==> src/pkg/tws_consts.svh <==
// Offsets, field positions, the status mask and the general call address for the two-wire status flag block.
// Assumes inclusion by bare name from any file that needs them.
`ifndef TWS_CONSTS_SVH
`define TWS_CONSTS_SVH
`define TWS_OFF_STATUS 4'h0
`define TWS_OFF_CONTROL 4'h4
`define TWS_OFF_TXDATA 4'h8
`define TWS_OFF_RXDATA 4'hC
`define TWS_BIT_NACK 15
`define TWS_BIT_TXACT 14
`define TWS_BIT_BCOL 10
`define TWS_BIT_GCALL 9
`define TWS_BIT_TEN 8
`define TWS_BIT_WCOL 7
`define TWS_BIT_ROV 6
`define TWS_BIT_DA 5
`define TWS_BIT_STOP 4
`define TWS_BIT_START 3
`define TWS_BIT_RDIR 2
`define TWS_BIT_RBF 1
`define TWS_BIT_TBF 0
`define TWS_BIT_ENABLE 0
`define TWS_STATUS_MASK 32'h0000C7FF
`define TWS_GCALL_ADDR 8'h00
`endif

==> src/pkg/tws_pkg.sv <==
// Types shared by the two-wire status flag block.
// Assumes nothing of its surroundings.
package tws_pkg;
   // Master transmit progress states.
   typedef enum logic [1:0] {
      TWS_TX_IDLE = 2'b00,
      TWS_TX_BITS = 2'b01,
      TWS_TX_ACK = 2'b10
   } tws_tx_state_t;
endpackage

==> src/rtl/tws_status.sv <==
// Status flag logic of a two-wire bus controller with an Avalon-MM slave.
// Assumes bus event pulses come from the shifter logic on the same clock.
`timescale 1ns/1ps
`include "tws_consts.svh"
module tws_status (
   input wire logic clk,
   input wire logic rst_n,
   input wire logic [3:0] avs_address, // Byte address of the word.
   input wire logic avs_read,
   input wire logic avs_write,
   input wire logic [31:0] avs_writedata,
   output logic [31:0] avs_readdata,
   output logic avs_waitrequest,
   input wire logic tx_start, // Master transmission begins.
   input wire logic bit_done, // One data bit shifted.
   input wire logic ack_end, // End of slave acknowledge period.
   input wire logic ack_nack, // Sampled acknowledge level, high for NACK.
   input wire logic collision, // Bus collision during master operation.
   input wire logic addr_byte_rx, // Received address byte, data on rx_byte.
   input wire logic addr_match, // Own address matched in slave mode.
   input wire logic ten_second_match, // Second byte of ten-bit address matched.
   input wire logic slave_data_rx, // Slave data byte received.
   input wire logic rx_done, // Shift register ready to move to buffer.
   input wire logic [7:0] rx_byte,
   input wire logic start_seen,
   input wire logic stop_seen,
   input wire logic read_dir,
   input wire logic tx_taken, // Shifter took the transmit byte.
   output logic [7:0] tx_data, // Byte waiting in the transmit register.
   output logic module_on
);
   logic rd_q, rd_d; // Read answer pending.
   logic [31:0] rdata_q, rdata_d;
   logic on_q, on_d;
   logic nack_q, nack_d;
   tws_pkg::tws_tx_state_t st_q, st_d;
   logic [2:0] cnt_q, cnt_d;
   logic gc_q, gc_d, ten_q, ten_d, da_q, da_d;
   logic p_q, p_d, s_q, s_d, rw_q, rw_d;
   logic rbf_q, rbf_d, tbf_q, tbf_d;
   logic [7:0] rxb_q, rxb_d, txb_q, txb_d;
   logic wr_stat, wr_ctl, wr_tx, rd_rx, busy;
   logic wcol_set, rov_set, bcol_clr;
   logic bcol_q, wcol_q, rov_q;
   logic master_tx_active, nack_seen;
   logic [31:0] status;

   // Writes complete at once; reads wait one cycle for registered data.
   assign avs_waitrequest = avs_read & ~rd_q;
   assign wr_stat = avs_write && avs_address == `TWS_OFF_STATUS;
   assign wr_ctl = avs_write && avs_address == `TWS_OFF_CONTROL;
   assign wr_tx = avs_write && avs_address == `TWS_OFF_TXDATA;
   assign rd_rx = avs_read && rd_q && avs_address == `TWS_OFF_RXDATA;
   // Busy means a transfer is running or a byte is still waiting to go.
   assign busy = master_tx_active | tbf_q;
   assign wcol_set = wr_tx & busy;
   assign rov_set = rx_done & rbf_q & ~rd_rx;
   // Collision clears only on the rising edge of the enable bit.
   assign bcol_clr = wr_ctl & avs_writedata[`TWS_BIT_ENABLE] & ~on_q;
   assign master_tx_active = st_q != tws_pkg::TWS_TX_IDLE;
   assign nack_seen = nack_q;
   assign tx_data = txb_q;
   assign module_on = on_q;
   assign avs_readdata = rdata_q;

   // Assemble the status word; unused positions are constant zero.
   always_comb begin
      status = 32'h00000000;
      status[`TWS_BIT_NACK] = nack_seen;
      status[`TWS_BIT_TXACT] = master_tx_active;
      status[`TWS_BIT_BCOL] = bcol_q;
      status[`TWS_BIT_GCALL] = gc_q;
      status[`TWS_BIT_TEN] = ten_q;
      status[`TWS_BIT_WCOL] = wcol_q;
      status[`TWS_BIT_ROV] = rov_q;
      status[`TWS_BIT_DA] = da_q;
      status[`TWS_BIT_STOP] = p_q;
      status[`TWS_BIT_START] = s_q;
      status[`TWS_BIT_RDIR] = rw_q;
      status[`TWS_BIT_RBF] = rbf_q;
      status[`TWS_BIT_TBF] = tbf_q;
   end

   // Sticky flags that software or re-enable clears.
   tws_sticky u_bcol (.clk(clk), .rst_n(rst_n), .set_i(collision & on_q), .clr_i(bcol_clr), .flag_q(bcol_q));
   tws_sticky u_wcol (.clk(clk), .rst_n(rst_n), .set_i(wcol_set),
      .clr_i(wr_stat & ~avs_writedata[`TWS_BIT_WCOL]), .flag_q(wcol_q));
   tws_sticky u_rov (.clk(clk), .rst_n(rst_n), .set_i(rov_set),
      .clr_i(wr_stat & ~avs_writedata[`TWS_BIT_ROV]), .flag_q(rov_q));

   // Bus answer and control register next values.
   always_comb begin
      rd_d = avs_read & ~rd_q;
      rdata_d = 32'h00000000;
      // Unmapped addresses read as zero and ignore writes.
      if (avs_read & ~rd_q) begin
         case (avs_address)
            `TWS_OFF_STATUS: rdata_d = status & `TWS_STATUS_MASK;
            `TWS_OFF_CONTROL: rdata_d = {31'h00000000, on_q};
            `TWS_OFF_TXDATA: rdata_d = {24'h000000, txb_q};
            `TWS_OFF_RXDATA: rdata_d = {24'h000000, rxb_q};
            default: rdata_d = 32'h00000000;
         endcase
      end
      on_d = wr_ctl ? avs_writedata[`TWS_BIT_ENABLE] : on_q;
   end

   // Transmit progress: eight bits then the acknowledge.
   always_comb begin
      st_d = st_q;
      cnt_d = cnt_q;
      nack_d = nack_q;
      case (st_q)
         tws_pkg::TWS_TX_IDLE: begin
            if (tx_start) begin
               st_d = tws_pkg::TWS_TX_BITS;
               cnt_d = 3'h0;
            end
         end
         tws_pkg::TWS_TX_BITS: begin
            if (bit_done) begin
               cnt_d = 3'(cnt_q + 3'h1);
               if (cnt_q == 3'h7) begin
                  st_d = tws_pkg::TWS_TX_ACK;
               end
            end
         end
         tws_pkg::TWS_TX_ACK: begin
            if (ack_end) begin
               st_d = tws_pkg::TWS_TX_IDLE;
               nack_d = ack_nack;
            end
         end
         default: st_d = tws_pkg::TWS_TX_IDLE;
      endcase
      if (!on_q) begin
         st_d = tws_pkg::TWS_TX_IDLE;
      end
   end

   // Slave address flags, bus condition flags and the two buffers.
   always_comb begin
      gc_d = gc_q;
      ten_d = ten_q;
      da_d = da_q;
      if (stop_seen) begin
         gc_d = 1'b0;
         ten_d = 1'b0;
      end
      if (addr_byte_rx && rx_byte == `TWS_GCALL_ADDR) begin
         gc_d = 1'b1;
      end
      if (ten_second_match) begin
         ten_d = 1'b1;
      end
      // An address match outranks a data byte in the same cycle.
      if (slave_data_rx) begin
         da_d = 1'b1;
      end
      if (addr_match) begin
         da_d = 1'b0;
      end
      p_d = stop_seen ? 1'b1 : (start_seen ? 1'b0 : p_q);
      s_d = start_seen ? 1'b1 : (stop_seen ? 1'b0 : s_q);
      rw_d = read_dir;
      // An overflowing byte is lost; the buffer keeps the unread one.
      rbf_d = rbf_q;
      rxb_d = rxb_q;
      if (rd_rx) begin
         rbf_d = 1'b0;
      end
      if (rx_done && !rov_set) begin
         rbf_d = 1'b1;
         rxb_d = rx_byte;
      end
      tbf_d = tbf_q;
      txb_d = txb_q;
      if (tx_taken) begin
         tbf_d = 1'b0;
      end
      if (wr_tx && !busy) begin
         tbf_d = 1'b1;
         txb_d = avs_writedata[7:0];
      end
   end

   // Register all state but the sticky flags; synchronous reset clears everything.
   always_ff @(posedge clk) begin
      if (!rst_n) begin
         rd_q <= 1'b0;
         rdata_q <= 32'h00000000;
         on_q <= 1'b0;
         st_q <= tws_pkg::TWS_TX_IDLE;
         cnt_q <= 3'h0;
         nack_q <= 1'b0;
         gc_q <= 1'b0;
         ten_q <= 1'b0;
         da_q <= 1'b0;
         p_q <= 1'b0;
         s_q <= 1'b0;
         rw_q <= 1'b0;
         rbf_q <= 1'b0;
         rxb_q <= 8'h00;
         tbf_q <= 1'b0;
         txb_q <= 8'h00;
      end else begin
         rd_q <= rd_d;
         rdata_q <= rdata_d;
         on_q <= on_d;
         st_q <= st_d;
         cnt_q <= cnt_d;
         nack_q <= nack_d;
         gc_q <= gc_d;
         ten_q <= ten_d;
         da_q <= da_d;
         p_q <= p_d;
         s_q <= s_d;
         rw_q <= rw_d;
         rbf_q <= rbf_d;
         rxb_q <= rxb_d;
         tbf_q <= tbf_d;
         txb_q <= txb_d;
      end
   end

   // Checks on the flag behaviour.
   property p_nack_update;
      @(posedge clk) disable iff (!rst_n) (st_q == tws_pkg::TWS_TX_ACK && ack_end && on_q) |=>
         nack_q == $past(ack_nack);
   endproperty
   a_nack_update: assert property (p_nack_update) else $error("nack flag not updated at ack end");
   property p_tx_start;
      @(posedge clk) disable iff (!rst_n) (st_q == tws_pkg::TWS_TX_IDLE && tx_start && on_q) |=> master_tx_active;
   endproperty
   a_tx_start: assert property (p_tx_start) else $error("transmit active not raised");
   property p_tx_end;
      @(posedge clk) disable iff (!rst_n) (st_q == tws_pkg::TWS_TX_ACK && ack_end) |=> !master_tx_active;
   endproperty
   a_tx_end: assert property (p_tx_end) else $error("transmit active not cleared");
   property p_bcol_hold;
      @(posedge clk) disable iff (!rst_n) (bcol_q && !bcol_clr) |=> bcol_q;
   endproperty
   a_bcol_hold: assert property (p_bcol_hold) else $error("collision flag dropped");
   property p_gc_stop;
      @(posedge clk) disable iff (!rst_n) (stop_seen && !addr_byte_rx) |=> !gc_q;
   endproperty
   a_gc_stop: assert property (p_gc_stop) else $error("general call not cleared on stop");
   property p_ten_set;
      @(posedge clk) disable iff (!rst_n) ten_second_match |=> ten_q;
   endproperty
   a_ten_set: assert property (p_ten_set) else $error("ten bit flag not set");
   property p_wcol;
      @(posedge clk) disable iff (!rst_n) wr_tx && busy |=> wcol_q && txb_q == $past(txb_q);
   endproperty
   a_wcol: assert property (p_wcol) else $error("busy write not refused");
   property p_rov;
      @(posedge clk) disable iff (!rst_n) (rx_done && rbf_q && !rd_rx) |=> rov_q && rbf_q;
   endproperty
   a_rov: assert property (p_rov) else $error("overflow not flagged");
   property p_da;
      @(posedge clk) disable iff (!rst_n) addr_match |=> !da_q;
   endproperty
   a_da: assert property (p_da) else $error("address match did not clear flag");
   property p_zero;
      @(posedge clk) disable iff (!rst_n) rd_q && $past(avs_address) == `TWS_OFF_STATUS |->
         avs_readdata[31:16] == 16'h0000 && avs_readdata[13:11] == 3'h0;
   endproperty
   a_zero: assert property (p_zero) else $error("reserved status bits not zero");
   c_tx: cover property (@(posedge clk) disable iff (!rst_n)
      st_q == tws_pkg::TWS_TX_ACK ##1 st_q == tws_pkg::TWS_TX_IDLE);
   c_ov: cover property (@(posedge clk) disable iff (!rst_n) rov_set);
   c_wc: cover property (@(posedge clk) disable iff (!rst_n) wcol_set);
endmodule

==> src/rtl/tws_sticky.sv <==
// One sticky flag: hardware set, software or hardware clear, set wins.
// Assumes set and clear come from logic on the same clock.
`timescale 1ns/1ps
module tws_sticky (
   input wire logic clk,
   input wire logic rst_n,
   input wire logic set_i,
   input wire logic clr_i,
   output logic flag_q
);
   logic flag_d; // Next flag value.

   // A set in the very cycle of a clear still lands, so no event is lost.
   always_comb begin
      flag_d = flag_q;
      if (clr_i) begin
         flag_d = 1'b0;
      end
      if (set_i) begin
         flag_d = 1'b1;
      end
   end

   // Register the flag under synchronous reset.
   always_ff @(posedge clk) begin
      if (!rst_n) begin
         flag_q <= 1'b0;
      end else begin
         flag_q <= flag_d;
      end
   end
endmodule

==> config.mk <==
export PLATFORM = sky130hd
export DESIGN_NAME = tws_status
export DESIGN_NICKNAME = d
export VERILOG_FILES = /design/src/pkg/tws_pkg.sv /design/src/rtl/tws_status.sv /design/src/rtl/tws_sticky.sv
export VERILOG_INCLUDE_DIRS = /design/src /design/src/pkg
export SDC_FILE = /design/constraint.sdc
export NUM_CORES = 1
export LEC_CHECK = 0
export ABC_AREA = 1
export BUFFER_PORTS_ARGS = -buffer_cell sky130_fd_sc_hd__buf_2
export CAP_MARGIN = 20
export CELL_PAD_IN_SITES_DETAIL_PLACEMENT = 0
export CELL_PAD_IN_SITES_GLOBAL_PLACEMENT = 1
export CORE_MARGIN = 5
export CORE_UTILIZATION = 31
export DETAILED_ROUTE_END_ITERATION = 8
export PLACE_DENSITY = 0.82
export REMOVE_ABC_BUFFERS = 1
export SKIP_LAST_GASP = 1
export SYNTH_ARGS = -nofsm -noshare
export SYNTH_HDL_FRONTEND = slang
export SYNTH_SLANG_ARGS = --single-unit
==> constraint.sdc <==
create_clock -name clk -period 1.3 [get_ports clk]
set_input_delay 0.325 -clock clk [delete_from_list [all_inputs] [get_ports clk]]
set_output_delay 0.325 -clock clk [all_outputs]
set_load 0.01 [all_outputs]
# --- After elaboration in Yosys (flattened, before gate mapping) ---
# Index checks and enable logic that the tools add are counted.
op_classes:
  n_bitwise: 16
  reduce_logical: 29
  n_eq_ne: 10
  mux: 25
  addsub: 1
ops:
  columns: ["op", "n"]
  rows:
  - ["$pmux W16 S4", 1]
  - ["$reduce_bool A2 Y1", 10]
  - ["$mux W1", 16]
  - ["$and A1 B1 Y1", 9]
  - ["$eq A4 B4 Y1 const B", 2]
  - ["$logic_and A1 B1 Y1", 8]
  - ["$logic_not A8 Y1", 1]
  - ["$mux W2", 4]
  - ["$ne A2 B2 Y1 const B", 4]
  - ["$mux W3", 2]
  - ["$not A1 Y1", 6]
  - ["$pmux W2 S3", 1]
  - ["$pmux W3 S2", 1]
  - ["$reduce_and A2 Y1", 3]
  - ["$eq A4 B3 Y1 const B", 1]
  - ["$logic_not A4 Y1", 1]
  - ["$reduce_and A4 Y1", 1]
  - ["$add A3 B1 Y3 const B", 1]
  - ["$eq A3 B3 Y1 const B", 1]
  - ["$reduce_and A3 Y1", 1]
  - ["$eq A2 B1 Y1 const B", 1]
  - ["$eq A2 B2 Y1 const B", 1]
  - ["$logic_not A1 Y1", 2]
  - ["$logic_not A2 Y1", 1]
  - ["2 further kinds", 2]
word_totals:
  output_inout_bits: 42
  register_bits: 67
  in_bits: 62

# --- Depth between registers and ports, before layout ---
depth:
  ltp_word: 7
  ltp_mapped: 8

# --- Cells and area by module ---
# Synthesis repeated with hierarchy kept, for this count alone.
unflattened:
  cells_unflattened: 313
  hier_area_um2: 2219.6
modules_own_cells:
  columns: ["mod", "seq_area_each_um2", "area_per_inst_um2", "cells_per_inst", "n_inst"]
  rows:
  - ["tws_status", 900.9, 2088.3, 295, 1]
  - ["tws_sticky", 20.0, 43.8, 6, 3]

# --- Least setup slack after synthesis ---
# No wires, ideal clock.
synth_path:
  kind: "register -> register"
  startpoint: "register st_q[1]"
  endpoint: "register txb_q[0] (netlist: tx_data[0])"
  setup_ns: 0.116
  period_less_slack_ns: 1.103
  path_stages_with_launch: 7
  t_required_ns: 1.184
  slack_ns: 0.197
  arrival_time_ns: 0.988
  cell_sequence: "dfxtp_1 nor2_1 nand2_1 nor2_4 inv_2 nor2_1 nor2_1"
synth_between:
  elab_chain_len: 4
synth_lines:
  columns: ["element", "line_no", "text"]
  rows:
  - ["from (decl)", "tws_status.sv:36", "tws_pkg::tws_tx_state_t st_q, st_d;"]
  - ["from (signal assigned)", "tws_status.sv:193", "st_q <= tws_pkg::TWS_TX_IDLE;"]
  - ["from (signal assigned)", "tws_status.sv:210", "st_q <= st_d;"]
  - ["$reduce_bool A2 Y1", "tws_status.sv:60", "assign master_tx_active = st_q != tws_pkg::TWS_TX_IDLE;"]
  - ["$or A1 B1 Y1", "tws_status.sv:55", "assign busy = master_tx_active | tbf_q;"]
  - ["$logic_not A1 Y1", "tws_status.sv:181", "if (wr_tx && !busy) begin"]
  - ["$logic_and A1 B1 Y1", "tws_status.sv:181", null]
  - ["to (signal assigned)", "tws_status.sv:222", "txb_q <= txb_d;"]
  - ["to (decl)", "tws_status.sv:41", "logic [7:0] rxb_q, rxb_d, txb_q, txb_d;"]
# Every way passes these cells.
# A chain may end at the register's enable or synchronous reset.

# --- Final worst setup path ---
layout_path:
  startpoint: "register rd_q"
  endpoint: "output port avs_waitrequest"
layout_between:
  elab_chain_len: 2
layout_lines:
  columns: ["element", "line_no", "text"]
  rows:
  - ["from (decl)", "tws_status.sv:32", "logic rd_q, rd_d;"]
  - ["from (signal assigned)", "tws_status.sv:207", "rd_q <= rd_d;"]
  - ["$not A1 Y1", "tws_status.sv:49", "assign avs_waitrequest = avs_read & ~rd_q;"]
  - ["$and A1 B1 Y1", "tws_status.sv:49", null]
  - ["to (decl)", "tws_status.sv:13", "output logic avs_waitrequest,"]
# Every way passes these cells.

==> impl_results.rst <==
.. list-table::
   :header-rows: 1

   * - Metric
     - Value
   * - Run status
     - complete, no violations
   * - Arrival @ worst endpoint
     - 0.92 ns
   * - Count of placed standard cells including taps
     - 466
   * - Vias in the first global route
     - 1890
   * - Final period demand of the worst path
     - 1.24 ns
   * - Share of layout cells above drive strength 1
     - 0.244
   * - VDD IR-drop max
     - 0.325 mV
   * - Final count of pins violating max slew
     - 0
   * - Crit-path max FO
     - 2
   * - Period utilisation layout
     - 0.956
   * - Max H-tree Level
     - 2
   * - Synth Cell Area
     - 2180 um^2
   * - Post CTS Setup Buffer Count
     - 0
   * - Remaining design rule violation count
     - 0
   * - Master cell of the clock root buffer
     - sky130_fd_sc_hd__clkbuf_8
   * - Via-per-instance ratio
     - 4.26
   * - Sequential share of power
     - 0.579
   * - Total of hold buffers inserted after clock tree synthesis
     - 0
   * - Class of the tightest hold or removal check
     - primary input to flop
   * - Number of synthesis warnings
     - 0
   * - Number of antenna-violating nets in the routed design
     - 0
   * - Share of synthesized cell area in full adder, half adder and majority cells
     - 0.0115
   * - Main combinational cell family by area after synthesis
     - simple AND/OR/NAND/NOR gates
   * - Antenna diodes
     - 0
   * - Syn Inst Count
     - 305
   * - Switching power total
     - 0.662 mW
   * - Category of the worst setup path launch point
     - flop
   * - Setup clock skew after layout
     - 0.00841 ns
   * - Insertion delay to the later sink of the worst-skew pair
     - 0.29 ns
   * - XOR/XNOR share of the synthesized area
     - 0
   * - Wire length of the first global-routing pass
     - 8.92 mm
   * - Switching part of the total power
     - 0.250
   * - Final-report setup violation count
     - 0
   * - IO Port Bufs
     - 60
   * - Kind of critical path
     - flop to output port
   * - Maximum achievable frequency
     - 805 MHz
   * - Share of total power in combinational logic
     - 0.113
   * - Final #Nets
     - 441
   * - Total routed wirelength
     - 5.42 mm
   * - Avg WL per Cell
     - 11.5 um
   * - Seq cells post-synth
     - 48
   * - RSZ-0062 raised after global routing
     - false
   * - Critical path data required time
     - 0.98 ns
   * - Leak Pwr
     - 1.41 nW
   * - Congestion Overflow GR
     - 0
   * - Routability congestion estimate
     - 0.781
   * - Area occupied by registers
     - 961 um^2
   * - Share of the synthesized area in compound gates (AO/OA/AOI/OAI)
     - 0.0782
   * - DR vias
     - 2014
   * - Die Y
     - 93.8 um
   * - Area growth from synthesis to layout
     - 22.2%
   * - Power per cell area
     - 998 nW/um^2
   * - Rows
     - 30
   * - Post-Synthesis Mean Instance Area
     - 7.14 um^2
   * - Buffer depth of the longest clock path
     - 2
   * - Area of the multi-input gates
     - 950 um^2
   * - Multiplexer area fraction after synthesis
     - 0
   * - Initial standard-cell utilization of the core
     - 0.319
   * - Filler instances
     - 764
   * - Power share of the clock group
     - 0.308
   * - Number of DRC markers after the initial detailed-route iteration
     - 119
   * - Total internal power
     - 1.99 mW
   * - Maximum number of pins on one net before global-route repair
     - 22
   * - Final count of hold timing violations
     - 0
   * - Area of the core
     - 6830 um^2
   * - Clock tree from TritonCTS
     - done
   * - Element type at the critical path end
     - output port
   * - Post-Synth Simple-Gate Area
     - 0.313
   * - Total Die Area
     - 8800 um^2
   * - Top Ports
     - 104
   * - Clock buffer count from CTS
     - 5
   * - Number of clock sinks seen by CTS
     - 48
   * - Reported max-cap violation count
     - 0
   * - Worst-case hold slack
     - 0.191 ns
   * - Number of antenna violations at the first check in global routing
     - 0
   * - DIE WIDTH
     - 93.8 um
   * - HPWL after detailed placement
     - 4.35 mm
   * - Total global-route track usage
     - 0.127
   * - Count of different cell masters after synthesis
     - 25
   * - Clock-pin transition on the worst setup and hold timing paths
     - 0.08 ns
   * - Proportion of synthesized chip area in sequential cells
     - 0.441
   * - Post-layout instance count excluding filler cells
     - 473
   * - Detailed Routing Iterations Pass 1
     - 4
critical path, cell delays in order, from the launching register on:
cell and delay, ns:
sky130_fd_sc_hd__dfxtp_1 0.32, sky130_fd_sc_hd__nor2_1 0.15, sky130_fd_sc_hd__buf_2 0.16
layout by cell type (no fill, tap or decap), drive strengths merged:
cell	n
buf	73
ha	2
a21oi	19
clkinv	3
dfxtp	48
o21ai	15
inv	39
nand3	34
nor3	7
nor2	49
nand2	58
clkbuf	6
nand3b	2
and2	1
nand4	2
conb	19
per-layer routing:
metal / GRT usage / vias to the layer above / share of wire / wire (um)
met5: 0 / - / 0 / 0
met4: 0.0361 / 0 / 0.013 / 70
met3: 0.0321 / 6 / 0.072 / 392
met2: 0.194 / 66 / 0.45 / 2430
met1: 0.178 / 883 / 0.47 / 2530
li1: - / 1059 / - / -
stage by stage:
| stage | cell area, um^2 | power [mW] | utilization | TNS (ns) | setup WS, ns |
|---|---|---|---|---|---|
| after floorplan | 2060 | 1.72 | - | 0 | 0.0106 |
| after global placement | 2580 | 1.87 | 0.378 | -0.648 | -0.0639 |
| after detailed placement | 2580 | 1.87 | 0.378 | -0.548 | -0.0547 |
| after CTS | 2660 | 2.69 | 0.389 | 0 | 0.0591 |
| after global routing | 2660 | 2.80 | 0.389 | 0 | 0.0101 |
| final | 2660 | 2.65 | 0.389 | 0 | 0.0576 |
Yosys cell counts:
library cell               count  area (um^2)
sky130_fd_sc_hd__buf_6         1         11.3
sky130_fd_sc_hd__nand4_1       2         12.5
sky130_fd_sc_hd__o21ai_1       1         5.00
sky130_fd_sc_hd__inv_1        37          139
sky130_fd_sc_hd__nand2_2       2         12.5
sky130_fd_sc_hd__nand3b_1      2         15.0
sky130_fd_sc_hd__inv_2         2         7.51
sky130_fd_sc_hd__nor2_1       44          165
sky130_fd_sc_hd__and2_1        1         6.26
sky130_fd_sc_hd__buf_2         2         10.0
sky130_fd_sc_hd__clkbuf_1      3         11.3
sky130_fd_sc_hd__ha_1          2         25.0
sky130_fd_sc_hd__nand2_1      55          206
sky130_fd_sc_hd__nor2_4        1         11.3
sky130_fd_sc_hd__nor2_2        4         25.0
sky130_fd_sc_hd__conb_1        1         3.75
sky130_fd_sc_hd__nand3_1      32          160
sky130_fd_sc_hd__o21ai_0      14         70.1
sky130_fd_sc_hd__nand3_2       2         20.0
sky130_fd_sc_hd__dfxtp_1      48          961
sky130_fd_sc_hd__nand2_4       1         11.3
sky130_fd_sc_hd__buf_4        20          150
sky130_fd_sc_hd__a21oi_1      19         95.1
sky130_fd_sc_hd__clkinv_1      2         7.51
sky130_fd_sc_hd__nor3_1        7         35.0
cell families (layout without fill, tap and decap cells):
family	count (synthesis)	after routing
fa+ha+maj	2	2
compound gates	34	34
buf+inv	67	121
other cells	1	19
simple gates	153	153
flops	48	48
path summary, 6_finish.rpt:
kind | from | endpoint | slack (ns) | depth (start not counted)
worst min register to register | u_bcol.flag_q | avs_readdata[10] | 0.44 | 2
worst min-delay path | addr_match | da_q | 0.19 | 2
worst max register to register | cnt_q[0] | st_q[1] | 0.13 | 7
worst max-delay path | rd_q | avs_waitrequest | 0.06 | 2
sequential cells by signal, indices dropped and copies added (netlist names), 2 cells and up:
register      count
avs_readdata     13
cnt_q             3
rxb_q             8
st_q              2
tx_data           8
what timing repair did:
action	CTS	global route
setup endpoints to repair	0	8
resized for setup	0	1
endpoints found under the hold margin	0	0
power groups by stage:
stage / Clock [mW] / Sequential [mW] / Combinational, mW
5_1_grt: 0.921 / 1.54 / 0.342
3_5_place_dp: 0 / 1.57 / 0.299
2_1_floorplan: 0 / 1.57 / 0.150
6_report: 0.818 / 1.54 / 0.300
4_1_cts: 0.850 / 1.54 / 0.300
3_3_place_gp: 0 / 1.57 / 0.295
final cells by class:
type	count	share of cell area
Tap cell	96	0.0452
Sequential cell	48	0.361
Timing Repair Buffer	73	0.150
Clock inverter	1	0.00188
Inverter	41	0.0579
Clock buffer	6	0.0273
Multi-Input combinational cell	208	0.357
Note: power is estimated with default switching activity, not from simulation.
